## src/rtl/stop_cmd_pkg.sv

```systemverilog
// package: constants and carrier structs for the stop position command handshake
package stop_cmd_pkg;
	localparam int          WORD_W          = 16;
	localparam int          POS_W           = 32;
	localparam int          WIDX_W          = 3;
	localparam logic [2:0]  TGT_LOW_IDX     = 3'h4;
	localparam logic [2:0]  TGT_HIGH_IDX    = 3'h5;
	localparam logic [2:0]  POS_LOW_IDX     = 3'h6;
	localparam logic [2:0]  POS_HIGH_IDX    = 3'h7;
	localparam int          STATION_WORDS   = 4;
	localparam int          BIT_BLOCK       = 32;
	localparam logic [31:0] TARGET_RESET    = 32'h0000_0000;
	localparam int          JUDGE_CYCLES    = 2;

	typedef enum logic [1:0] {
		ST_IDLE  = 2'b00,
		ST_JUDGE = 2'b01,
		ST_DONE  = 2'b10
	} hs_state_e;

	// command words written by the master
	typedef struct packed {
		logic [15:0] target_low_command_word;
		logic [15:0] target_high_command_word;
		logic        target_write_request;
	} cmd_s;

	// status bits back to the master
	typedef struct packed {
		logic target_receipt_done;
		logic target_rejected;
		logic position_feed_active;
		logic speed_feed_active;
		logic fork_control_active;
		logic system_failure_flag;
	} status_s;

	// drive state feeding judgement
	typedef struct packed {
		logic [31:0] position;
		logic [31:0] lower_limit;
		logic [31:0] upper_limit;
		logic [31:0] stop_distance;
		logic        running;
		logic        forward;
		logic        decelerating;
	} drive_s;
endpackage

```

## src/rtl/stop_position_cmd_handshake.sv

```systemverilog
// module: device-side stop position command handshake and status bits
// How it works
// - master loads both words, then raises request; device copies value for judging.
// - target is signed 32-bit, 0.1 mm steps, low half low word.
// - while request high, judge then raise receipt-done, accepted or refused.
// - receipt-done drops after the master drops the request.
// - at receipt, rejected flag low when accepted, high when refused.
// - rejected flag drops after the master drops the request.
// - refuse targets below lower limit or above upper limit.
// - refuse targets arriving while the drive decelerates.
// - while running, refuse targets already passed or too close to stop.
// - on refusal keep the previously accepted target.
// - position-feed flag follows position feed mode selection.
// - speed-feed flag follows speed feed mode selection.
// - fork-control flag follows fork control selection.
// - system-failure flag rises on detected failure.
// - failure flag holds until failure cleared then drive reset.
// - target low half in command word four, high in word five.
// - reply words four/five accepted target, six/seven current position.
// - exchange spans two stations; command words six, seven are free.
// - word base index derives from the station number (station times four); no bit base is derived.
`timescale 1ns/1ps
`default_nettype none
module stop_position_cmd_handshake #(
	parameter int STATIONS = 64
) (
	input  wire logic                    clock_i,
	input  wire logic                    reset_n_i,
	input  wire logic [7:0]              station_no_i,
	input  wire logic                    cmd_word_we_i,
	input  wire logic [8:0]              cmd_word_addr_i,
	input  wire logic [15:0]             cmd_word_data_i,
	input  wire logic                    request_bit_i,
	input  wire logic [8:0]              reply_word_addr_i,
	input  wire stop_cmd_pkg::drive_s    drive_i,
	input  wire logic                    mode_position_i,
	input  wire logic                    mode_speed_i,
	input  wire logic                    mode_fork_i,
	input  wire logic                    failure_detect_i,
	input  wire logic                    failure_cleared_i,
	input  wire logic                    drive_reset_i,
	output logic [15:0]                  reply_word_o,
	output stop_cmd_pkg::status_s        status_o,
	output logic [31:0]                  accepted_target_o
);
	import stop_cmd_pkg::*;

	////////////////////////////////////////////////////////////////////////////
	// state

	typedef struct packed {
		hs_state_e   state;
		cmd_s        cmd;
		logic [31:0] work;
		logic [31:0] target;
		status_s     status;
		logic        fail_cleared;
		logic        req_m;
		logic        req_s;
		logic [15:0] reply;
		logic [8:0]  base;
	} top_s;

	top_s        st_q;
	top_s        st_d;
	logic        judge_start;
	logic        judge_done;
	logic        judge_refuse;
	logic [8:0]  rel_addr;
	logic [8:0]  rel_reply;
	logic        in_block;
	logic        reply_in_block;

	////////////////////////////////////////////////////////////////////////////
	// judgement

	stop_target_judge u_judge (
		.clock_i   (clock_i),
		.reset_n_i (reset_n_i),
		.start_i   (judge_start),
		.cand_i    (st_q.work),
		.drive_i   (drive_i),
		.done_o    (judge_done),
		.refuse_o  (judge_refuse)
	);

	////////////////////////////////////////////////////////////////////////////
	// next state

	always_comb begin
		st_d        = st_q;
		judge_start = 1'b0;
		// word block of this station pair starts at station number times words
		st_d.base   = 9'(station_no_i) * 9'(STATION_WORDS);
		rel_addr    = cmd_word_addr_i - st_q.base;
		rel_reply   = reply_word_addr_i - st_q.base;
		in_block    = cmd_word_addr_i >= st_q.base && rel_addr < 9'h008;
		reply_in_block = reply_word_addr_i >= st_q.base && rel_reply < 9'h008;
		st_d.req_m  = request_bit_i;
		st_d.req_s  = st_q.req_m;

		if (cmd_word_we_i && in_block) begin
			unique case (rel_addr[2:0])
				TGT_LOW_IDX:  st_d.cmd.target_low_command_word  = cmd_word_data_i;
				TGT_HIGH_IDX: st_d.cmd.target_high_command_word = cmd_word_data_i;
				default: ;
			endcase
		end
		st_d.cmd.target_write_request = st_q.req_s;

		unique case (st_q.state)
			ST_IDLE: begin
				if (st_q.req_s) begin
					// copy both halves into working memory for judging
					st_d.work  = {st_q.cmd.target_high_command_word,
						st_q.cmd.target_low_command_word};
					st_d.state = ST_JUDGE;
				end
			end
			ST_JUDGE: begin
				if (judge_done) begin
					if (!judge_refuse) begin
						st_d.target = st_q.work;
					end
					st_d.status.target_receipt_done = 1'b1;
					st_d.status.target_rejected     = judge_refuse;
					st_d.state = ST_DONE;
				end
			end
			ST_DONE: begin
				if (!st_q.req_s) begin
					st_d.status.target_receipt_done = 1'b0;
					st_d.status.target_rejected     = 1'b0;
					st_d.state = ST_IDLE;
				end
			end
			default: st_d.state = ST_IDLE;
		endcase
		// one start pulse on entry to judging, failure state plays no part
		judge_start = (st_q.state == ST_JUDGE) && !judge_done &&
			st_q.cmd.target_write_request;

		st_d.status.position_feed_active = mode_position_i;
		st_d.status.speed_feed_active    = mode_speed_i;
		st_d.status.fork_control_active  = mode_fork_i;

		if (failure_detect_i) begin
			st_d.status.system_failure_flag = 1'b1;
			st_d.fail_cleared = 1'b0;
		end else if (st_q.status.system_failure_flag) begin
			if (failure_cleared_i) begin
				st_d.fail_cleared = 1'b1;
			end
			if (st_q.fail_cleared && drive_reset_i) begin
				st_d.status.system_failure_flag = 1'b0;
				st_d.fail_cleared = 1'b0;
			end
		end

		st_d.reply = 16'h0000;
		if (reply_in_block) begin
			unique case (rel_reply[2:0])
				TGT_LOW_IDX:  st_d.reply = st_q.target[15:0];
				TGT_HIGH_IDX: st_d.reply = st_q.target[31:16];
				POS_LOW_IDX:  st_d.reply = drive_i.position[15:0];
				POS_HIGH_IDX: st_d.reply = drive_i.position[31:16];
				default:      st_d.reply = 16'h0000;
			endcase
		end
	end

	////////////////////////////////////////////////////////////////////////////
	// registers

	always_ff @(posedge clock_i) begin
		if (!reset_n_i) begin
			st_q        <= '0;
			st_q.state  <= ST_IDLE;
			st_q.target <= TARGET_RESET;
			st_q.work   <= TARGET_RESET;
		end else begin
			st_q <= st_d;
		end
	end

	assign reply_word_o      = st_q.reply;
	assign status_o          = st_q.status;
	assign accepted_target_o = st_q.target;

	////////////////////////////////////////////////////////////////////////////
	// checks

	a_done_needs_req: assert property (
		@(posedge clock_i) disable iff (!reset_n_i)
		$rose(status_o.target_receipt_done) |-> $past(st_q.req_s, 1))
		else $error("done without request");

	a_done_drops: assert property (
		@(posedge clock_i) disable iff (!reset_n_i)
		status_o.target_receipt_done && !st_q.req_s |=> !status_o.target_receipt_done)
		else $error("done stuck");

	a_rej_only_done: assert property (
		@(posedge clock_i) disable iff (!reset_n_i)
		status_o.target_rejected |-> status_o.target_receipt_done)
		else $error("rejected alone");

	a_reject_keeps: assert property (
		@(posedge clock_i) disable iff (!reset_n_i)
		$rose(status_o.target_rejected) |-> $stable(accepted_target_o))
		else $error("target changed");

	a_accept_loads: assert property (
		@(posedge clock_i) disable iff (!reset_n_i)
		$rose(status_o.target_receipt_done) && !status_o.target_rejected
		|-> accepted_target_o == st_q.work)
		else $error("target not loaded");

	a_mode_follow: assert property (
		@(posedge clock_i) disable iff (!reset_n_i)
		mode_position_i |=> status_o.position_feed_active)
		else $error("position feed flag");

	a_speed_follow: assert property (
		@(posedge clock_i) disable iff (!reset_n_i)
		mode_speed_i |=> status_o.speed_feed_active)
		else $error("speed feed flag");

	a_fork_follow: assert property (
		@(posedge clock_i) disable iff (!reset_n_i)
		mode_fork_i |=> status_o.fork_control_active)
		else $error("fork control flag");

	a_fail_set: assert property (
		@(posedge clock_i) disable iff (!reset_n_i)
		failure_detect_i |=> status_o.system_failure_flag)
		else $error("failure not flagged");

	a_fail_hold: assert property (
		@(posedge clock_i) disable iff (!reset_n_i)
		$fell(status_o.system_failure_flag) |-> $past(drive_reset_i, 1))
		else $error("failure dropped early");

	a_fail_clear_first: assert property (
		@(posedge clock_i) disable iff (!reset_n_i)
		$fell(status_o.system_failure_flag) |-> $past(st_q.fail_cleared, 1))
		else $error("failure dropped before clear");

	a_fail_keep: assert property (
		@(posedge clock_i) disable iff (!reset_n_i)
		status_o.system_failure_flag && !drive_reset_i |=> status_o.system_failure_flag)
		else $error("failure flag lost");

	a_rej_drops: assert property (
		@(posedge clock_i) disable iff (!reset_n_i)
		status_o.target_rejected && !st_q.req_s |=> !status_o.target_rejected)
		else $error("rejected stuck");

	a_done_timely: assert property (
		@(posedge clock_i) disable iff (!reset_n_i)
		st_q.state == ST_JUDGE |-> ##[1:2] status_o.target_receipt_done)
		else $error("judgement too slow");

	a_work_copy: assert property (
		@(posedge clock_i) disable iff (!reset_n_i)
		st_q.state == ST_IDLE && st_q.req_s |=> st_q.work ==
			$past({st_q.cmd.target_high_command_word, st_q.cmd.target_low_command_word}))
		else $error("working copy wrong");

	a_refuse_high: assert property (
		@(posedge clock_i) disable iff (!reset_n_i)
		judge_start && $signed(st_q.work) > $signed(drive_i.upper_limit) |=> judge_refuse)
		else $error("above upper limit taken");

	a_refuse_low: assert property (
		@(posedge clock_i) disable iff (!reset_n_i)
		judge_start && $signed(st_q.work) < $signed(drive_i.lower_limit) |=> judge_refuse)
		else $error("below lower limit taken");

	a_cmd_low: assert property (
		@(posedge clock_i) disable iff (!reset_n_i)
		cmd_word_we_i && in_block && rel_addr[2:0] == TGT_LOW_IDX
		|=> st_q.cmd.target_low_command_word == $past(cmd_word_data_i))
		else $error("low command word not stored");

	a_cmd_high: assert property (
		@(posedge clock_i) disable iff (!reset_n_i)
		cmd_word_we_i && in_block && rel_addr[2:0] == TGT_HIGH_IDX
		|=> st_q.cmd.target_high_command_word == $past(cmd_word_data_i))
		else $error("high command word not stored");

	a_cmd_free: assert property (
		@(posedge clock_i) disable iff (!reset_n_i)
		cmd_word_we_i && !(in_block && (rel_addr[2:0] == TGT_LOW_IDX ||
			rel_addr[2:0] == TGT_HIGH_IDX))
		|=> $stable({st_q.cmd.target_high_command_word, st_q.cmd.target_low_command_word}))
		else $error("free word changed target");

	a_base_calc: assert property (
		@(posedge clock_i) disable iff (!reset_n_i)
		1'b1 |=> st_q.base == 9'(STATION_WORDS) * 9'($past(station_no_i)))
		else $error("word base wrong");

	a_reply_tgt_low: assert property (
		@(posedge clock_i) disable iff (!reset_n_i)
		reply_in_block && rel_reply[2:0] == TGT_LOW_IDX
		|=> reply_word_o == $past(accepted_target_o[15:0]))
		else $error("reply target low");

	a_reply_tgt_high: assert property (
		@(posedge clock_i) disable iff (!reset_n_i)
		reply_in_block && rel_reply[2:0] == TGT_HIGH_IDX
		|=> reply_word_o == $past(accepted_target_o[31:16]))
		else $error("reply target high");

	a_reply_pos_low: assert property (
		@(posedge clock_i) disable iff (!reset_n_i)
		reply_in_block && rel_reply[2:0] == POS_LOW_IDX
		|=> reply_word_o == $past(drive_i.position[15:0]))
		else $error("reply position low");

	a_reply_pos_high: assert property (
		@(posedge clock_i) disable iff (!reset_n_i)
		reply_in_block && rel_reply[2:0] == POS_HIGH_IDX
		|=> reply_word_o == $past(drive_i.position[31:16]))
		else $error("reply position high");
endmodule
`default_nettype wire

```

## src/rtl/stop_target_judge.sv

```systemverilog
// module: range and reachability judgement of a candidate stop target
`timescale 1ns/1ps
`default_nettype none
module stop_target_judge (
	input  wire logic                   clock_i,
	input  wire logic                   reset_n_i,
	input  wire logic                   start_i,
	input  wire logic [31:0]            cand_i,
	input  wire stop_cmd_pkg::drive_s   drive_i,
	output logic                        done_o,
	output logic                        refuse_o
);
	import stop_cmd_pkg::*;

	typedef struct packed {
		logic done;
		logic refuse;
	} judge_s;

	judge_s      st_q;
	judge_s      st_d;
	logic signed [32:0] reach;
	logic        out_range;
	logic        unreachable;

	always_comb begin
		out_range = ($signed(cand_i) < $signed(drive_i.lower_limit)) ||
			($signed(cand_i) > $signed(drive_i.upper_limit));
		reach = drive_i.forward ?
			($signed({drive_i.position[31], drive_i.position}) +
				$signed({1'b0, drive_i.stop_distance})) :
			($signed({drive_i.position[31], drive_i.position}) -
				$signed({1'b0, drive_i.stop_distance}));
		unreachable = drive_i.running && (drive_i.forward ?
			($signed({cand_i[31], cand_i}) < reach) :
			($signed({cand_i[31], cand_i}) > reach));
		st_d.done   = start_i;
		st_d.refuse = st_q.refuse;
		if (start_i) begin
			st_d.refuse = out_range || drive_i.decelerating || unreachable;
		end
	end

	always_ff @(posedge clock_i) begin
		if (!reset_n_i) begin
			st_q <= '0;
		end else begin
			st_q <= st_d;
		end
	end

	assign done_o   = st_q.done;
	assign refuse_o = st_q.refuse;

	a_judge_decel: assert property (
		@(posedge clock_i) disable iff (!reset_n_i)
		start_i && drive_i.decelerating |=> done_o && refuse_o)
		else $error("decel not refused");
endmodule
`default_nettype wire

```

## config.mk

```make
export PLATFORM = sky130hd
export DESIGN_NAME = stop_position_cmd_handshake
export DESIGN_NICKNAME = d
export VERILOG_FILES = /design/src/rtl/stop_cmd_pkg.sv /design/src/rtl/stop_position_cmd_handshake.sv /design/src/rtl/stop_target_judge.sv
export SDC_FILE = /design/constraint.sdc
export NUM_CORES = 1
export LEC_CHECK = 0
export BUFFER_PORTS_ARGS = -buffer_cell sky130_fd_sc_hd__clkbuf_2
export CORE_MARGIN = 5
export CORE_UTILIZATION = 40
export CTS_CLUSTER_DIAMETER = 80
export DETAILED_ROUTE_END_ITERATION = 12
export GPL_TIMING_DRIVEN = 0
export PLACE_DENSITY = 0.61
export SLEW_MARGIN = 30
export SYNTH_ARGS = -nofsm -noshare
export SYNTH_HDL_FRONTEND = slang
export SYNTH_SLANG_ARGS = --single-unit
```

## constraint.sdc

```tcl
create_clock -name clock_i -period 10.3 [get_ports clock_i]
set_input_delay 1.03 -clock clock_i [delete_from_list [all_inputs] [get_ports clock_i]]
set_output_delay 1.03 -clock clock_i [all_outputs]
set_load 0.1 [all_outputs]
```

==> impl_metrics.yaml <==
setup_path:
  critPathCaptureType: "flip-flop"
  critPathLaunchType: "input port"
  cp-startpoint: "drive_i[3]"
  cp.required_ps: 10590
  crit_fanout: 5
  crit_type: "in2reg"
  worstPathArrival_ps: 7250
  crit-reg2reg-launch: "st_q[3]$_SDFF_PN0_"
clock_tree:
  hold_buffers: 0
  clock_latency_ps: 420
  cts_max_level: 4
  cts_tree: "done"
  clock-sinks: 133
  cts_made_buffers: 17
  clockBufferDepth: 2
  clk_pin_slew_worst_paths_ps: 60
  cts-resized-gates: 0
  post-cts-setup-buffers: 0
  cts-root-buf: "clkbuf_16"
global_route:
  track_usage_pct: 23.1
  grt_pass1_wl_mm: 54.8
  antenna_found_initial: 0
  first_global_vias: 9810
  grt_max_degree: 17
  overflow: 0
floorplanning:
  die_y_um: 173
  rows: 59
  io_pins: 237
  die_area_um2: 30000
  coreArea_um2: 26100
  start_util_pct: 40.8
  die_w_um: 173
power:
  leakagePower_nw: 6.31
  finalPower_mw: 1.53
  powerDensity_nw_per_um2: 119
  vdd_drop_max_mv: 0.0888
logic_synthesis:
  synth_edf_count: 0
  syn_area_per_cell_um2: 8.01
  synth.area.top_cells: "dfxtp_1 25%, ha_1 17%, nand2_1 7.9%"
  syn_nets: 1663
  synth_cells: 1332
  ys_seq_area_share_pct: 25.0
  ys_types: 65
  ys_ff_latch: 133
  synth_area_um2: 10700
  yosys.area.top_type: "dfxtp_1"
  synth_top_area_share_pct: 25.0
  yosys_most_used_dff: "dfxtp_1"
  synthArstFlopShare_pct: 0
  ys.warnings.count: 0
sta:
  slew-limit-headroom_pct: 39.3
  skew_ps: 9.58
  finalHoldViolations: 0
  finalCriticalPeriod_ps: 6960
  max_freq_ghz: 0.144
  tightest_slew_ps: 898
  timing.final.max_slew_violations: 0
  tns_ps: 0
  rsz0062_at_grt: "no"
  fin_crit_sh_pct: 67.6
  setup_viol_count_final: 0
  whs_ps: 436
  setup_slack_ps: 3340
finish:
  utilization_pct: 49.1
  multiInputGateArea_um2: 7040
  area_delta_synth_final_pct: 20.4
  drive_gt1_share_pct: 21.5
  nets: 1913
  regArea_um2: 2660
  n_antenna_cell: 0
  stdcell_count: 1930
  stdcell_area_um2: 12800
  fill_cells: 2627
placement:
  placed_cells: 1898
  portBuffers: 231
  place_area_um2: 12200
  hpwl_mm: 29.6
  dp_slack_ps: 2950
  place.gp.congestion: 0.893
route:
  via_per_inst: 5.25
  vias: 10100
  firstDrtPassIters: 5
  drt-total-wl_mm: 35.4
  drt.antenna.violating_nets: 0
  first_iter_violations: 741
  drc: 0
  wire_per_inst_um: 18.4
outcome:
  status: "complete, no violations"
worst_hold_path:
  min_path_type: "reg2reg"
  hold_start: "st_d[25]$_SDFF_PN0_"
job:
  cap_violations: 0
per-layer routing:
metal,track usage [%],vias up,wire [µm],part of all wire (%)
met2,36.1,354,15600,44
met5,0,-,0,0
met1,32.8,4628,16900,48
met3,4.14,41,2160,6.1
li1,-,5112,-,-
met4,6.32,0,774,2.2
synthesized netlist by cell type (6+ instances only):
cell,instances
a211oi_1,6
a21boi_0,68
a21o_1,27
a21oi_1,83
a221oi_1,14
a22oi_1,10
and2_1,17
and3_1,7
and4_1,7
buf_4,54
clkbuf_1,44
dfxtp_1,133
ha_1,145
inv_1,101
mux2i_1,35
mux4_2,6
nand2_1,224
nand2b_1,14
nand3_1,14
nand4_1,21
nor2_1,75
nor2b_1,18
nor3_1,12
nor4_1,11
o21ai_0,39
o21bai_1,7
xnor2_1,24
xor2_1,37
worst max-delay path: stages:
cell,delay (ps)
clkbuf_2,120
or3_1,390
nor4_1,510
and3_1,380
a21oi_1,110
xor2_1,270
ha_1,330
a211o_1,300
a21oi_1,100
o21ai_0,110
a221oi_1,360
a41o_1,310
o21ai_1,190
or4_1,510
nand3_1,130
ha_1,190
nand4_1,180
or4_1,530
nor3_1,260
nand4_1,200
nand4b_1,150
nor2_1,40
a311oi_1,410
a31oi_1,140
area by class of cell:
| class | count | share of cell area (%) |
|---|---|---|
| tap | 335 | 3.26 |
| buffer | 102 | 4.60 |
| clock buffer | 22 | 3.69 |
| clock inverter | 10 | 0.935 |
| multi-input combinational | 996 | 54.8 |
| inverter | 101 | 2.95 |
| timing repair buffer | 231 | 9.00 |
| sequential | 133 | 20.7 |
where the power goes:
group / switching [mW] / leakage (nW) / internal [mW]
Clock: 0.234 / 0.287 / 0.377
Combinational: 0.232 / 4.95 / 0.163
Sequential: 0.00165 / 1.07 / 0.518
placed cells by master, fill, tap and decap left out, types with 5 or more instances in the layout:
master	synthesis	routed
nand2_1	224	224
a211oi_1	6	6
clkbuf_2	0	231
o211ai_1	5	5
buf_4	54	54
nand2b_1	14	14
nand4_1	21	21
a21boi_0	68	68
o21ai_0	39	39
nand3_1	14	14
and2_1	17	17
o21bai_1	7	7
xnor2_1	24	24
dfxtp_1	133	133
a21oi_1	83	83
and3_1	7	7
xor2_1	37	37
nor2b_1	18	18
inv_1	101	101
a31oi_1	5	5
clkbuf_16	0	17
nor3_1	12	12
mux4_2	6	6
a22oi_1	10	10
ha_1	145	145
nor2_1	75	75
and4_1	7	7
a21o_1	27	27
mux2i_1	35	35
a221oi_1	14	14
nor4_1	11	11
clkbuf_1	44	46
kinds of logic after synthesis:
family                   synth area share, %
multiplexers                            4.66
buffers and inverters                   9.09
AO/OA/AOI/OAI                           19.0
flip-flops                              25.0
XOR/XNOR                                5.01
AND/OR/NAND/NOR                         19.7
adder cells (fa/ha/maj)                 17.6
sequential cells by signal (all words and copies together), names as in the netlist:
| name | count |
|---|---|
| u_judge.refuse_o | 1 |
| u_judge.done_o | 1 |
| st_d | 2 |
| status_o | 6 |
| accepted_target_o | 32 |
| st_q | 75 |
| reply_word_o | 16 |
worst paths after layout:
kind,slack [ps],cells after the start,endpoint
setup / recovery,3340,24,u_judge.refuse_o$_SDFFE_PN0P_
hold / removal,440,1,st_d[98]$_SDFF_PN0_
setup reg to reg,7300,12,st_q[104]$_SDFFE_PN0P_
hold reg to reg,440,1,st_d[98]$_SDFF_PN0_
(Power assumes the default switching activity.)
